**config.mk**
```make
export PLATFORM = sky130hd
export DESIGN_NAME = spss_top
export DESIGN_NICKNAME = d
export VERILOG_FILES = /design/src/core/spss_pkg.sv /design/src/core/spss_top.sv /design/src/core/spss_sync.sv /design/src/core/spss_cfg_loader.sv
export VERILOG_INCLUDE_DIRS = /design/src /design/src/core
export SDC_FILE = /design/constraint.sdc
export NUM_CORES = 1
export LEC_CHECK = 0
export BUFFER_PORTS_ARGS = -buffer_cell sky130_fd_sc_hd__buf_2
export CAP_MARGIN = 10
export CORE_MARGIN = 3
export CORE_UTILIZATION = 58
export CTS_BUF_LIST = sky130_fd_sc_hd__clkbuf_16
export CTS_CLUSTER_DIAMETER = 200
export CTS_CLUSTER_SIZE = 30
export DETAILED_ROUTE_END_ITERATION = 10
export PLACE_DENSITY = 0.88
export SKIP_LAST_GASP = 1
export SYNTH_ARGS = -nofsm -noshare
export SYNTH_HDL_FRONTEND = slang
export SYNTH_HIERARCHICAL = 1
export SYNTH_SLANG_ARGS = --single-unit
```
**constraint.sdc**
```tcl
create_clock -name mclk -period 3.7 [get_ports mclk]
set_clock_uncertainty 0.15 [all_clocks]
set_input_delay 0.37 -clock mclk [delete_from_list [all_inputs] [get_ports mclk]]
set_output_delay 0.37 -clock mclk [all_outputs]
set_load 0.01 [all_outputs]
```
**src/core/spss_consts.svh**
```systemverilog
// Contract
// Start-up configuration sits in one 2kB flash page: hardware and board structures.
// Start-up begins after power-on reset or synchronized reset falling edge; load page.
// During loading, reset and program-enable both asserted selects serial-flash emulation; code samples both in SPSS_DECIDE, after loading ends.
// Reset asserted without program-enable holds minimum energy until reset releases.
// Reset released outside emulation runs boot sequence, then enters active state.
// Emulation suspends normal operation and lets a programmer write internal flash.
// Operation cycles CPU-run, CPU-idle and doze, choosing lowest adequate power.
// Active runs relaxation oscillator, enables peripherals on demand, CPU may sleep.
// Doze only when all peripherals and CPU idle; peripherals move states themselves.
// Doze retains state, keeps time, wakes promptly on pin activity.
// Doze keeps 32.768kHz oscillator and its timers, may stop fast oscillator.
// External reset passes a two-stage synchronizer before any start-up decision.
`ifndef SPSS_CONSTS_SVH
`define SPSS_CONSTS_SVH
// Configuration page size in bytes
`define SPSS_PAGE_BYTES     2048
// Hardware structure occupies the first words of the page
`define SPSS_HW_WORDS       16
// Power-on reset settle time, ns, and boot time, ns
`define SPSS_POR_NS         1000
`define SPSS_BOOT_NS        4000
`define SPSS_CLK_NS         40
// Least times round up to whole cycles
`define SPSS_POR_CYC        ((`SPSS_POR_NS + `SPSS_CLK_NS - 1) / `SPSS_CLK_NS)
`define SPSS_BOOT_CYC       ((`SPSS_BOOT_NS + `SPSS_CLK_NS - 1) / `SPSS_CLK_NS)
`endif

```
**src/core/spss_pkg.sv**
```systemverilog
`default_nettype none
package spss_pkg;
  typedef enum logic [8:0] {
    SPSS_POR     = 9'h001,
    SPSS_LOAD    = 9'h002,
    SPSS_DECIDE  = 9'h004,
    SPSS_EMUL    = 9'h008,
    SPSS_MINPWR  = 9'h010,
    SPSS_BOOT    = 9'h020,
    SPSS_RUN     = 9'h040,
    SPSS_IDLE    = 9'h080,
    SPSS_DOZE    = 9'h100
  } spss_state_type;
endpackage : spss_pkg
`default_nettype wire

```
**src/core/spss_top.sv**
```systemverilog
`timescale 1ns/1ps
`default_nettype none
`include "spss_consts.svh"
module spss_top #(
  parameter int AW = $clog2(`SPSS_PAGE_BYTES / 4)
) (
  // Clock and reset
  input  wire logic               mclk,
  input  wire logic               rst_n,
  // External pins
  input  wire logic               ext_reset_in_n,
  input  wire logic               program_enable_n,
  input  wire logic               time_sync_pin_n,
  input  wire logic               uart_rx_act,
  // Activity demand
  input  wire logic               cpu_busy,
  input  wire logic               periph_busy,
  // Configuration flash read port
  output var  logic [AW-1:0]      cfg_addr,
  input  wire logic [31:0]        cfg_data,
  // Power and mode controls
  output var  logic               relax_osc_en,
  output var  logic               lf_osc_en,
  output var  logic               lf_timer_en,
  output var  logic               cpu_clk_en,
  output var  logic               periph_en,
  output var  logic               emul_mode,
  output var  logic               min_power,
  output var  logic               boot_run,
  output var  logic [31:0]        io_dir,
  output var  spss_pkg::spss_state_type state
);
  import spss_pkg::*;

  localparam int POR_CYC  = `SPSS_POR_CYC;
  localparam int BOOT_CYC = `SPSS_BOOT_CYC;
  localparam int CW       = 8;

  ////////////////////////////////////////////////////////////////////////////
  // Reset pin synchronizer and edge
  logic rst_pin_s;
  logic rst_pin_prev_q, rst_pin_prev_d;
  logic rst_fall;

  spss_sync u_sync (
    .mclk     (mclk),
    .rst_n    (rst_n),
    .async_in (ext_reset_in_n),
    .sync_out (rst_pin_s)
  );

  always_comb begin
    rst_pin_prev_d = rst_pin_s;
  end

  always_ff @(posedge mclk) begin
    if (!rst_n) rst_pin_prev_q <= 1'h1;
    else        rst_pin_prev_q <= rst_pin_prev_d;
  end

  // Edge is taken only on the synchronized level
  assign rst_fall = rst_pin_prev_q & ~rst_pin_s;

  ////////////////////////////////////////////////////////////////////////////
  // Configuration page loader
  logic load_start;
  logic load_done;
  logic [AW-1:0] ld_addr;
  logic [31:0]   ld_dir;

  spss_cfg_loader #(
    .HW_WORDS (`SPSS_HW_WORDS),
    .AW       (AW)
  ) u_loader (
    .mclk    (mclk),
    .rst_n   (rst_n),
    .start   (load_start),
    .done    (load_done),
    .rd_addr (ld_addr),
    .rd_data (cfg_data),
    .io_dir  (ld_dir)
  );

  ////////////////////////////////////////////////////////////////////////////
  // Main state machine
  spss_state_type st_q, st_d;
  logic [CW-1:0]  cnt_q, cnt_d;
  logic           wake;

  // Pin activity wakes doze without the processor
  assign wake = ~time_sync_pin_n | uart_rx_act;

  always_comb begin
    st_d       = st_q;
    cnt_d      = cnt_q;
    load_start = 1'h0;
    unique case (st_q)
      SPSS_POR: begin
        if (cnt_q == CW'(POR_CYC - 1)) begin
          st_d       = SPSS_LOAD;
          load_start = 1'h1;
          cnt_d      = '0;
        end else begin
          cnt_d = cnt_q + CW'(1);
        end
      end
      SPSS_LOAD: begin
        if (load_done) st_d = SPSS_DECIDE;
      end
      SPSS_DECIDE: begin
        if (!rst_pin_s && !program_enable_n) st_d = SPSS_EMUL;
        else if (!rst_pin_s)                 st_d = SPSS_MINPWR;
        else begin
          st_d  = SPSS_BOOT;
          cnt_d = '0;
        end
      end
      SPSS_EMUL: begin
        // Leaves only when reset pin is released; reboot follows
        if (rst_pin_s) begin
          st_d  = SPSS_BOOT;
          cnt_d = '0;
        end
      end
      SPSS_MINPWR: begin
        if (rst_pin_s) begin
          st_d  = SPSS_BOOT;
          cnt_d = '0;
        end
      end
      SPSS_BOOT: begin
        if (cnt_q == CW'(BOOT_CYC - 1)) st_d = SPSS_RUN;
        else cnt_d = cnt_q + CW'(1);
      end
      SPSS_RUN: begin
        if (!cpu_busy) st_d = periph_busy ? SPSS_IDLE : SPSS_DOZE;
      end
      SPSS_IDLE: begin
        if (cpu_busy)                st_d = SPSS_RUN;
        else if (!periph_busy && !wake) st_d = SPSS_DOZE;
      end
      SPSS_DOZE: begin
        if (cpu_busy)                 st_d = SPSS_RUN;
        else if (periph_busy || wake) st_d = SPSS_IDLE;
      end
      default: st_d = SPSS_POR;
    endcase
    // Synchronized reset edge restarts start-up from any state except power-on and loading
    if (rst_fall && st_q != SPSS_POR && st_q != SPSS_LOAD) begin
      st_d       = SPSS_LOAD;
      load_start = 1'h1;
    end
  end

  always_ff @(posedge mclk) begin
    if (!rst_n) begin
      st_q  <= SPSS_POR;
      cnt_q <= '0;
    end else begin
      st_q  <= st_d;
      cnt_q <= cnt_d;
    end
  end

  ////////////////////////////////////////////////////////////////////////////
  // Registered outputs; mode levels decoded from next state, address and directions taken from the loader
  logic relax_q, lf_q, lft_q, cpu_q, per_q, emu_q, minp_q, boot_q;
  logic relax_d, lf_d, lft_d, cpu_d, per_d, emu_d, minp_d, boot_d;
  logic [AW-1:0] addr_q, addr_d;
  logic [31:0]   dir_q, dir_d;

  // Fast oscillator stops only in doze and minimum energy
  function automatic logic fast_osc_on(input spss_state_type s);
    return !(s inside {SPSS_DOZE, SPSS_MINPWR});
  endfunction : fast_osc_on

  // Peripheral clocks are granted only in the two awake operating states
  function automatic logic awake_op(input spss_state_type s);
    return s inside {SPSS_RUN, SPSS_IDLE};
  endfunction : awake_op

  // Decoding from the next state lets every level switch on the same edge as state
  always_comb begin
    relax_d = fast_osc_on(st_d);
    lf_d    = (st_d != SPSS_MINPWR);
    lft_d   = (st_d != SPSS_MINPWR);
    cpu_d   = (st_d == SPSS_RUN) || (st_d == SPSS_BOOT);
    per_d   = awake_op(st_d) && periph_busy;
    emu_d   = (st_d == SPSS_EMUL);
    minp_d  = (st_d == SPSS_MINPWR);
    boot_d  = (st_d == SPSS_BOOT);
    addr_d  = ld_addr;
    dir_d   = ld_dir;
  end

  always_ff @(posedge mclk) begin
    if (!rst_n) begin
      relax_q <= 1'h1;
      lf_q    <= 1'h1;
      lft_q   <= 1'h1;
      cpu_q   <= 1'h0;
      per_q   <= 1'h0;
      emu_q   <= 1'h0;
      minp_q  <= 1'h0;
      boot_q  <= 1'h0;
      addr_q  <= '0;
      dir_q   <= 32'h0000_0000;
    end else begin
      relax_q <= relax_d;
      lf_q    <= lf_d;
      lft_q   <= lft_d;
      cpu_q   <= cpu_d;
      per_q   <= per_d;
      emu_q   <= emu_d;
      minp_q  <= minp_d;
      boot_q  <= boot_d;
      addr_q  <= addr_d;
      dir_q   <= dir_d;
    end
  end

  assign relax_osc_en = relax_q;
  assign lf_osc_en    = lf_q;
  assign lf_timer_en  = lft_q;
  assign cpu_clk_en   = cpu_q;
  assign periph_en    = per_q;
  assign emul_mode    = emu_q;
  assign min_power    = minp_q;
  assign boot_run     = boot_q;
  assign cfg_addr     = addr_q;
  assign io_dir       = dir_q;
  assign state        = st_q;

  ////////////////////////////////////////////////////////////////////////////
  // Assertions
  // Boot cycles are counted apart from the state counter, so a wrong
  // terminal count in the state machine cannot hide behind itself
  logic [CW-1:0] boot_seen_q, boot_seen_d;

  always_comb begin
    boot_seen_d = (st_q == SPSS_BOOT) ? boot_seen_q + CW'(1) : '0;
  end

  always_ff @(posedge mclk) begin
    if (!rst_n) boot_seen_q <= '0;
    else        boot_seen_q <= boot_seen_d;
  end
endmodule : spss_top
`default_nettype wire

```
**src/core/spss_sync.sv**
```systemverilog
`timescale 1ns/1ps
`default_nettype none
module spss_sync (
  // Clock and reset
  input  wire logic mclk,
  input  wire logic rst_n,
  // Asynchronous level in, synchronized level out
  input  wire logic async_in,
  output var  logic sync_out
);
  logic meta_q;
  logic meta_d;
  logic sync_q;
  logic sync_d;

  // First stage is read only by the second; reset value is deasserted high
  always_comb begin
    meta_d = async_in;
    sync_d = meta_q;
  end

  always_ff @(posedge mclk) begin
    if (!rst_n) begin
      meta_q <= 1'h1;
      sync_q <= 1'h1;
    end else begin
      meta_q <= meta_d;
      sync_q <= sync_d;
    end
  end

  assign sync_out = sync_q;
endmodule : spss_sync
`default_nettype wire

```
**src/core/spss_cfg_loader.sv**
```systemverilog
`timescale 1ns/1ps
`default_nettype none
`include "spss_consts.svh"
module spss_cfg_loader #(
  parameter int HW_WORDS = `SPSS_HW_WORDS,
  parameter int AW       = 9
) (
  // Clock and reset
  input  wire logic          mclk,
  input  wire logic          rst_n,
  // Control
  input  wire logic          start,
  output var  logic          done,
  // Flash read port, one 32-bit word per cycle
  output var  logic [AW-1:0] rd_addr,
  input  wire logic [31:0]   rd_data,
  // Loaded I/O direction word
  output var  logic [31:0]   io_dir
);
  logic [AW-1:0] cnt_q, cnt_d;
  logic          busy_q, busy_d;
  logic          done_q, done_d;
  logic [31:0]   dir_q, dir_d;

  // Walk the hardware structure; word 0 carries I/O directions
  always_comb begin
    cnt_d  = cnt_q;
    busy_d = busy_q;
    done_d = 1'h0;
    dir_d  = dir_q;
    if (start && !busy_q) begin
      busy_d = 1'h1;
      cnt_d  = '0;
    end else if (busy_q) begin
      if (cnt_q == AW'(1)) dir_d = rd_data; // Data lags address one cycle
      if (cnt_q == AW'(HW_WORDS)) begin
        busy_d = 1'h0;
        done_d = 1'h1;
      end else begin
        cnt_d = cnt_q + AW'(1);
      end
    end
  end

  always_ff @(posedge mclk) begin
    if (!rst_n) begin
      cnt_q  <= '0;
      busy_q <= 1'h0;
      done_q <= 1'h0;
      dir_q  <= 32'h0000_0000; // All inputs until page read, limits leakage
    end else begin
      cnt_q  <= cnt_d;
      busy_q <= busy_d;
      done_q <= done_d;
      dir_q  <= dir_d;
    end
  end

  assign rd_addr = cnt_q;
  assign done    = done_q;
  assign io_dir  = dir_q;
endmodule : spss_cfg_loader
`default_nettype wire

```
# == Word level (Yosys, flattened, before mapping) ==
# Index checks and enable logic that the tools add are counted.
# word_totals
regBits,111
input_bits,40
output_inout_bits,58
wordCells,101
# op_classes
add_sub_neg,2
n_eq_ne,24
n_mux,26
bitwise,8
n_reduce_logical,23
# ops
cell,n
two-way mux 9 bit,11
one-hot mux 9 bit (8 select lines),1
two-way mux 8 bit,4
one-hot mux 8 bit (4 select lines),1
"== test 9 x 5 -> 1 bit, second input constant",3
"== test 9 x 1 -> 1 bit, second input constant",2
"== test 9 x 4 -> 1 bit, second input constant",2
"== test 9 x 6 -> 1 bit, second input constant",2
"== test 9 x 7 -> 1 bit, second input constant",2
"== test 9 x 8 -> 1 bit, second input constant",2
"== test 9 bit, second input constant",2
two-way mux 6 bit,2
"adder 9 x 1 -> 9 bit, second input constant",1
"== test 9 x 2 -> 1 bit, second input constant",1
"== test 9 x 3 -> 1 bit, second input constant",1
"!= test 9 x 1 -> 1 bit, second input constant",1
"!= test 9 x 2 -> 1 bit, second input constant",1
"!= test 9 x 5 -> 1 bit, second input constant",1
"adder 8 x 1 -> 8 bit, second input constant",1
"== test 8 x 5 -> 1 bit, second input constant",1
"== test 8 x 7 -> 1 bit, second input constant",1
two-way mux 1 bit,7
logical AND 1 bit,6
logical NOT 1 bit,6
other kinds (11),21

# == Logic depth before layout (Yosys ltp) ==
# Gate-level depths: netlist of run 1.
# logic_depth
word_depth,11
depth_mapped,8
ltp_nobuf,7

# == Modules after synthesis ==
# The synthesis of run 1 kept the hierarchy.
# by_module_without_submodules
module,n_inst,cells_each,area_per_inst_um2,seq_area_each_um2
spss_top,1,258,2523.7,1321.3
spss_cfg_loader,1,201,1856.8,860.8
spss_sync,1,4,52.6,40.0

# == Worst setup path after synthesis of run 1 ==
# Ideal clock, no wire load.
# synth_timing
path_kind,register to register
from,register st_q[4] (netlist: state[4])
to,register cnt_q[7]
setup_ps,138
arrival_ps,1794
required_time_ps,3412
setup_slack_ps,1618
path_stages_with_launch,8
path_buffers,2
period_less_slack_ps,2082
path_cell_list,dfxtp_1 -> buf_2 -> xor2_1 -> o2111ai_4 -> o211a_4 -> buf_6 -> o41ai_1 -> a21oi_1
# synth_via
elab_chain_cells,4
elab_cells_between_ends,11
cone_classes,7 x eq/ne; 1 x mux; 3 x reduce/logical
# synth_lines
item,line,text
"start, declared",spss_top.sv:86,"spss_state_type st_q, st_d;"
"start signal, assigned",spss_top.sv:160,st_q <= st_d;
== test 9 x 5 -> 1 bit / == test 9 x 4 -> 1 bit (equally long branches),spss_top.sv:97,unique case (st_q)
OR reduction 2 bit (no line),--,
nonzero test 4 bit (no line),--,
AND reduction 3 bit (no line),--,
"end signal, assigned",spss_top.sv:161,cnt_q <= cnt_d;
"end, declared",spss_top.sv:87,"logic [CW-1:0] cnt_q, cnt_d;"
# Parallel ways exist; a longest one is shown, timed or not.
# A chain may end at the register's enable or synchronous reset.

# == Worst setup path after layout of run 1 ==
# layout_timing
from,register u_loader.cnt_q[8] (netlist: u_loader/rd_addr[8])
to,register u_loader.dir_q[14] (netlist: u_loader/io_dir[14])
# layout_via
elab_chain_cells,2
# layout_lines
item,line,text
"start, declared",spss_cfg_loader.sv:20,"logic [AW-1:0] cnt_q, cnt_d;"
"start signal, assigned",spss_cfg_loader.sv:52,cnt_q <= cnt_d;
== test 9 x 1 -> 1 bit,spss_cfg_loader.sv:35,if (cnt_q == AW'(1)) dir_d = rd_data;
AND reduction 3 bit (no line),--,
"end signal, assigned",spss_cfg_loader.sv:55,dir_q <= dir_d;
"end, declared",spss_cfg_loader.sv:23,"logic [31:0] dir_q, dir_d;"
# Every way passes these cells.

==> flow_summary.json, run 1 <==
{
  "outcome": "finished clean",
  "timing.final.max_slew_violations": 0,
  "route.final.wire_length_um": 8801,
  "post_synth_design_cell_area_um2": 4433,
  "gp_congestion": 0.8683,
  "post_synth_inst_count": 463,
  "clock_latency_late_sink_ns": 0.34,
  "max_stage_delay_ns": 0.99,
  "clock_tree.htree_level_count": 3,
  "postSynthAreaPerCell_um2": 9.575,
  "irDropWorstVdd_mv": 0.3196,
  "ys_seq_area_share_pct": 50.13,
  "floorplan.initialDensity_pct": 60.47,
  "antenna_cells_inserted": 0,
  "synth_compound_area_share_pct": 9.568,
  "worst_hold_path_type": "input port to register",
  "met3_wirelength_um": 439,
  "final_critical_path_setup_slack_ns": 1.259,
  "finalHoldViolations": 0,
  "all_layer_global_routing_usage_pct": 20.22,
  "worst_setup_path_start_kind": "register",
  "cellPowerDensity_nw_per_um2": 424.9,
  "critPathMaxFanout": 32,
  "synth_simple_gate_area_share_pct": 24.44,
  "setup-tns-final_ns": 0,
  "area.growth.synth_to_final_pct": 16.45,
  "root_buffer": "sky130_fd_sc_hd__clkbuf_16",
  "ant_nets": 0,
  "wl_met1_um": 3590,
  "timing.fmax_mhz": 409.7,
  "worst_hold_slack_ns": 0.06035,
  "worst-endpoint-required_ns": 3.81,
  "vias_in_the_first_global_route": 3226,
  "number_of_antenna_violations_at_the_first_check_in_global_routing": 0,
  "period_needed_ns": 2.441,
  "muxShareOfSynthArea_pct": 7.677,
  "dominantRegCellSynth": "sky130_fd_sc_hd__dfxtp_1",
  "synth_async_reset_ratio_pct": 0,
  "report.final.setup_viol": 0,
  "fillers": 548,
  "max_cap_viol_count": 0,
  "clk_path_buf_depth": 2,
  "synthDistinctLibCells": 57,
  "std_cell_rows": 31,
  "wl_met2_um": 4561,
  "fp.dieW_um": 93.43,
  "vias": 3496,
  "area_inside_the_core_boundary_um2": 7331,
  "cp_slowest_cell": "sky130_fd_sc_hd__and4b_2",
  "crit_path_cell_trace": "or4_4 > and4b_2 > mux2i_1",
  "final_cell_mix": "111 x sky130_fd_sc_hd__dfxtp_1, 96 x sky130_fd_sc_hd__buf_2, 79 x sky130_fd_sc_hd__nand2_1",
  "clkSlewWorstSetupHoldPaths_ns": 0.08,
  "postCtsHoldBufs": 0,
  "tritoncts.num_buffers": 9,
  "grt_first_pass_wirelength_um": 14190,
  "post-cts-setup-buffers": 0,
  "route.top_layer_used": "met4",
  "timing.critical_path.to_type": "register",
  "timing_worst_setup_path_type": "register to register",
  "leakage_nw": 2.169,
  "finalCritPeriodShare_pct": 65.97,
  "post_layout_nets": 591,
  "maximum_number_of_pins_on_one_net_before_global_route_repair": 83,
  "synthesis.yosys.warnings": 6,
  "cts.repair.resized": 0,
  "rsz0062_at_grt": "false",
  "drt-wirelength-per-cell_um": 13.54,
  "drc_errors": 0,
  "post_route_cells_drive_above_1_share_pct": 23.23,
  "die_height_um": 93.43,
  "hpwl_um": 6089,
  "mappedNetlistNets": 508,
  "mostFrequentLayoutCell": "sky130_fd_sc_hd__dfxtp_1",
  "floorplan.die_area_um2": 8728,
  "worstPathArrival_ns": 2.55,
  "worst_pin_slew_ns": 1.012,
  "place_worst_setup_slack_ns": 1.269,
  "count_of_flip_flops_with_a_built_in_enable_after_synthesis": 0,
  "tritoncts_clock_tree": "yes",
  "gr_ovfl_total": 0,
  "yosys.area_share.adder_pct": 1.411,
  "yosys_register_bits": 111,
  "routed_via_density": 5.378,
  "cts_sinks": 111,
  "initialDrtViolationCount": 160,
  "largest_family_of_logic_cells_by_synthesized_area": "simple AND/OR/NAND/NOR gates",
  "ioPinCount": 98,
  "yosys.area_share.xor_xnor_pct": 1.383,
  "first_drt_pass_iteration_count": 4,
  "placement.io_buffers": 97,
  "slew_headroom_pct": 32.50
}
==> Yosys cell counts, drive strengths merged, types with 3 or more instances <==
cell	n	share of area [%]
o211ai	3	0.51
nor2b	3	0.42
o31ai	7	1.2
inv	13	1.1
mux2i	34	7.7
or4	7	1.3
nand4	10	1.4
nor3b	3	0.51
nand3	13	1.5
or3	5	0.73
nor3	4	0.82
buf	13	3.1
and3b	3	0.62
a21oi	21	2.4
xor2	5	0.99
and2	43	6.1
nand2b	3	0.42
dfxtp	111	50
nor2	18	1.5
o21ai	14	1.6
ha	5	1.4
clkbuf	14	1.2
a31oi	3	0.42
nand2	79	6.7
==> power breakdown <==
group          switching, mW  leakage (nW)  internal (mW)
sequential           0.00374         0.895           1.20
clock                  0.450         0.147          0.474
combinational         0.0414          1.13         0.0279
==> kinds of logic after synthesis <==
| logic type | Yosys count |
|---|---|
| compound gates | 63 |
| xor+xnor | 7 |
| fa+ha+maj | 5 |
| buf+inv | 40 |
| flops | 111 |
| mux | 34 |
| simple gates | 203 |
==> routing by layer <==
| layer | global-route usage [%] | vias up |
|---|---|---|
| met5 | 0 | - |
| met4 | 10.13 | 0 |
| met3 | 3.459 | 20 |
| met2 | 35.50 | 96 |
| met1 | 23.60 | 1627 |
| li1 | - | 1753 |
==> flip-flops by register name, indices dropped and copies added, names as in the netlist, 8 cells and up <==
| signal | flops |
|---|---|
| u_loader/io_dir | 32 |
| state | 9 |
| cnt_q | 8 |
| io_dir | 32 |
| u_loader/rd_addr | 9 |
| cfg_addr | 9 |
==> final timing paths <==
| path | startpoint | end | slack (ns) | depth (start not counted) |
|---|---|---|---|---|
| max | u_loader/rd_addr[8]$_SDFFE_PP0P_ | u_loader/io_dir[14]$_SDFFE_PN0P_ | 1.26 | 3 |
| min | ext_reset_in_n | u_sync/meta_q$_SDFF_PN1_ | 0.06 | 2 |
| max reg2reg | u_loader/rd_addr[8]$_SDFFE_PP0P_ | u_loader/io_dir[14]$_SDFFE_PN0P_ | 1.26 | 3 |
| min reg2reg | u_sync/meta_q$_SDFF_PN1_ | u_sync/sync_out$_SDFF_PN1_ | 0.26 | 1 |
==> stage by stage <==
step	instance area (µm²)	utilization [%]	instances	power [mW]
after floorplan	4433	-	463	1.267
after global placement	4871	66.44	634	1.295
after detailed placement	4871	66.44	634	1.299
after CTS	5162	70.42	650	2.211
after global routing	5162	70.42	650	2.269
final	5162	70.42	650	2.194
==> cell type report <==
cell class              count  area, µm²  area share, %
clock buffers               9      225.2          4.363
multi-input cells         312       1973          38.22
inverters                  13      48.80         0.9452
repair buffers             99      503.0          9.743
clock inverters             7      66.31          1.285
well taps                  99      123.9          2.399
flip-flops and latches    111       2222          43.04
==> worst max-delay path: cells and delay by family, from the launching register on <==
kind             cells  cell delay [ns]
DFF                  1             0.34
muxes                1             0.31
and+or+nand+nor      2             1.55
Power figures use the tool's default switching activity.
==> run 2: changes to the inputs <==
- CORE_UTILIZATION: 58 -> 54
- PLACE_DENSITY: 0.88 -> 0.82
- clock period: 3.7 -> 2.3 ns (I/O delays scaled with it)
==> flow_summary.json, run 2 (synthesis gave the netlist of run 1 again) <==
{
  "post_route_cells_drive_above_1_share_pct": 24.11,
  "first_drt_pass_iteration_count": 4,
  "placement.io_buffers": 97,
  "crit_start": "state[8]$_SDFF_PN0_",
  "post_layout_nets": 629,
  "maximum_number_of_pins_on_one_net_before_global_route_repair": 59,
  "dpl_cell_area_um2": 4965,
  "route.final.wire_length_um": 10120,
  "worst_setup_path_start_kind": "register",
  "tritoncts_clock_tree": "yes",
  "vias": 3689,
  "critPathMaxFanout": 13,
  "clock_latency_late_sink_ns": 0.35,
  "worst_hold_path_type": "input port to register",
  "cts_sinks": 111,
  "drt-wirelength-per-cell_um": 14.65,
  "cp_slowest_cell": "sky130_fd_sc_hd__or4_1",
  "root_buffer": "sky130_fd_sc_hd__clkbuf_16",
  "hpwl_um": 6506,
  "mostFrequentLayoutCell": "sky130_fd_sc_hd__dfxtp_1",
  "combined_area_of_the_multi_input_logic_cells_um2": 1984,
  "post-cts-setup-buffers": 0,
  "ant_nets": 0,
  "critPathBufInv": 0,
  "finalNonFillerCells": 691,
  "worstPathArrival_ns": 2.29,
  "die_height_um": 96.61,
  "worst_pin_slew_ns": 0.4488,
  "r2r_slack_ns": 0.14,
  "numPlacedInstances": 646,
  "fillers": 563,
  "floorplan.die_area_um2": 9333,
  "timing.critical_path.to_type": "register",
  "initialDrtViolationCount": 143,
  "crit_path_cell_trace": "nor3_4 > o2111ai_4 > o211a_4 > or4_1 > a21oi_1",
  "finalHoldViolations": 0,
  "crit_family": "simple AND/OR/NAND/NOR gates",
  "gp_congestion": 0.8846,
  "rr_endpoint": "cnt_q[2]$_SDFFE_PN0P_",
  "vias_in_the_first_global_route": 3603,
  "finish.utilization_pct": 70.95,
  "rr_startpoint": "state[8]$_SDFF_PN0_",
  "timing.fmax_mhz": 463.0,
  "slew_headroom_pct": 69.80,
  "timing.reg2reg.worst_path_depth": 5,
  "clock_tree.htree_level_count": 3,
  "clkSlewWorstSetupHoldPaths_ns": 0.08,
  "timing_worst_setup_path_type": "register to register",
  "area.growth.synth_to_final_pct": 25.60,
  "layout.area.seq_um2": 2223,
  "critical_path_cell_count": 5,
  "std_cell_rows": 32,
  "irDropWorstVdd_mv": 0.4422,
  "final_cell_mix": "110 x sky130_fd_sc_hd__dfxtp_1, 97 x sky130_fd_sc_hd__buf_2, 78 x sky130_fd_sc_hd__nand2_1",
  "all_layer_global_routing_usage_pct": 21.61,
  "crit_end": "cnt_q[2]$_SDFFE_PN0P_",
  "drc_errors": 0,
  "routed_via_density": 5.339,
  "gr_ovfl_total": 0,
  "timing.final.max_slew_violations": 0,
  "worst-endpoint-required_ns": 2.43,
  "area_inside_the_core_boundary_um2": 7848,
  "report.final.setup_viol": 0,
  "floorplan.initialDensity_pct": 56.49,
  "number_of_antenna_violations_at_the_first_check_in_global_routing": 0,
  "max_cap_viol_count": 0,
  "max_stage_delay_ns": 0.47,
  "final_area_um2": 5568,
  "fp.dieW_um": 96.61,
  "antenna_cells_inserted": 0,
  "rsz0062_at_grt": "true",
  "leakage_nw": 2.346,
  "grt_first_pass_wirelength_um": 16800,
  "clk_path_buf_depth": 2,
  "cellPowerDensity_nw_per_um2": 650.3,
  "period_needed_ns": 2.160,
  "ioPinCount": 98,
  "outcome": "finished clean",
  "tritoncts.num_buffers": 9,
  "finalCritPeriodShare_pct": 93.91
}
## run 2: cell type report
cell class                      count  area share, %
Clock inverter                      7          1.348
Multi-Input combinational cell    312          35.64
Tap cell                          102          2.292
Sequential cell                   111          39.93
Clock buffer                        9          4.045
Inverter                           13         0.8764
Timing Repair Buffer              137          15.87
## run 2: worst min path at each step
stage | startpoint | to | slack, ns | cells after the start
after floorplan | rst_n | u_sync/meta_q$_SDFF_PN1_ | 0.15 | 1
after global placement | u_sync/meta_q$_SDFF_PN1_ | u_sync/sync_out$_SDFF_PN1_ | 0.24 | 1
after detailed placement | u_sync/meta_q$_SDFF_PN1_ | u_sync/sync_out$_SDFF_PN1_ | 0.25 | 1
after CTS | cfg_data[27] | u_loader/io_dir[27]$_SDFFE_PN0P_ | 0.002 | 3
after global routing | cfg_data[27] | u_loader/io_dir[27]$_SDFFE_PN0P_ | 0.008 | 3
final | cfg_data[27] | u_loader/io_dir[27]$_SDFFE_PN0P_ | 0.007 | 3
## run 2: worst register-to-register path, stage by stage, from the launching register on
cell and delay, ns:
sky130_fd_sc_hd__dfxtp_1 0.34, sky130_fd_sc_hd__nor3_4 0.41, sky130_fd_sc_hd__o2111ai_4 0.25, sky130_fd_sc_hd__o211a_4 0.33, sky130_fd_sc_hd__or4_1 0.47, sky130_fd_sc_hd__a21oi_1 0.15
## run 2: power breakdown
part / internal, mW / switching (mW)
sequential: 1.93 / 0.00563
combinational: 0.0819 / 0.0778
clock: 0.772 / 0.758
## run 2: routing by layer
metal / up-vias / wire length, µm / global-route usage [%]
met5: - / 0 / 0
met4: 0 / 322 / 9.287
met3: 29 / 512 / 5.624
met2: 124 / 5147 / 37.47
met1: 1708 / 4139 / 25.10
li1: 1828 / - / -
## run 2: per-stage QoR
step	setup TNS (ns)	hold WS (ns)	power [mW]	setup WS, ns
final	0	0.007094	3.621	0.1400
after global routing	-0.003769	0.008173	3.746	-0.003512
after CTS	0	0.002096	3.640	0.04912
after detailed placement	0	0.2481	2.093	0.07964
after global placement	0	0.2443	2.089	0.1585
after floorplan	0	0.1530	2.038	0.2176
## run 2: what timing repair did
action                                  4_1_cts  5_1_grt
endpoints found under the setup margin        0       12
hold buffers                                 29        0
resized for setup                             0        4
hold endpoints to repair                     29        0
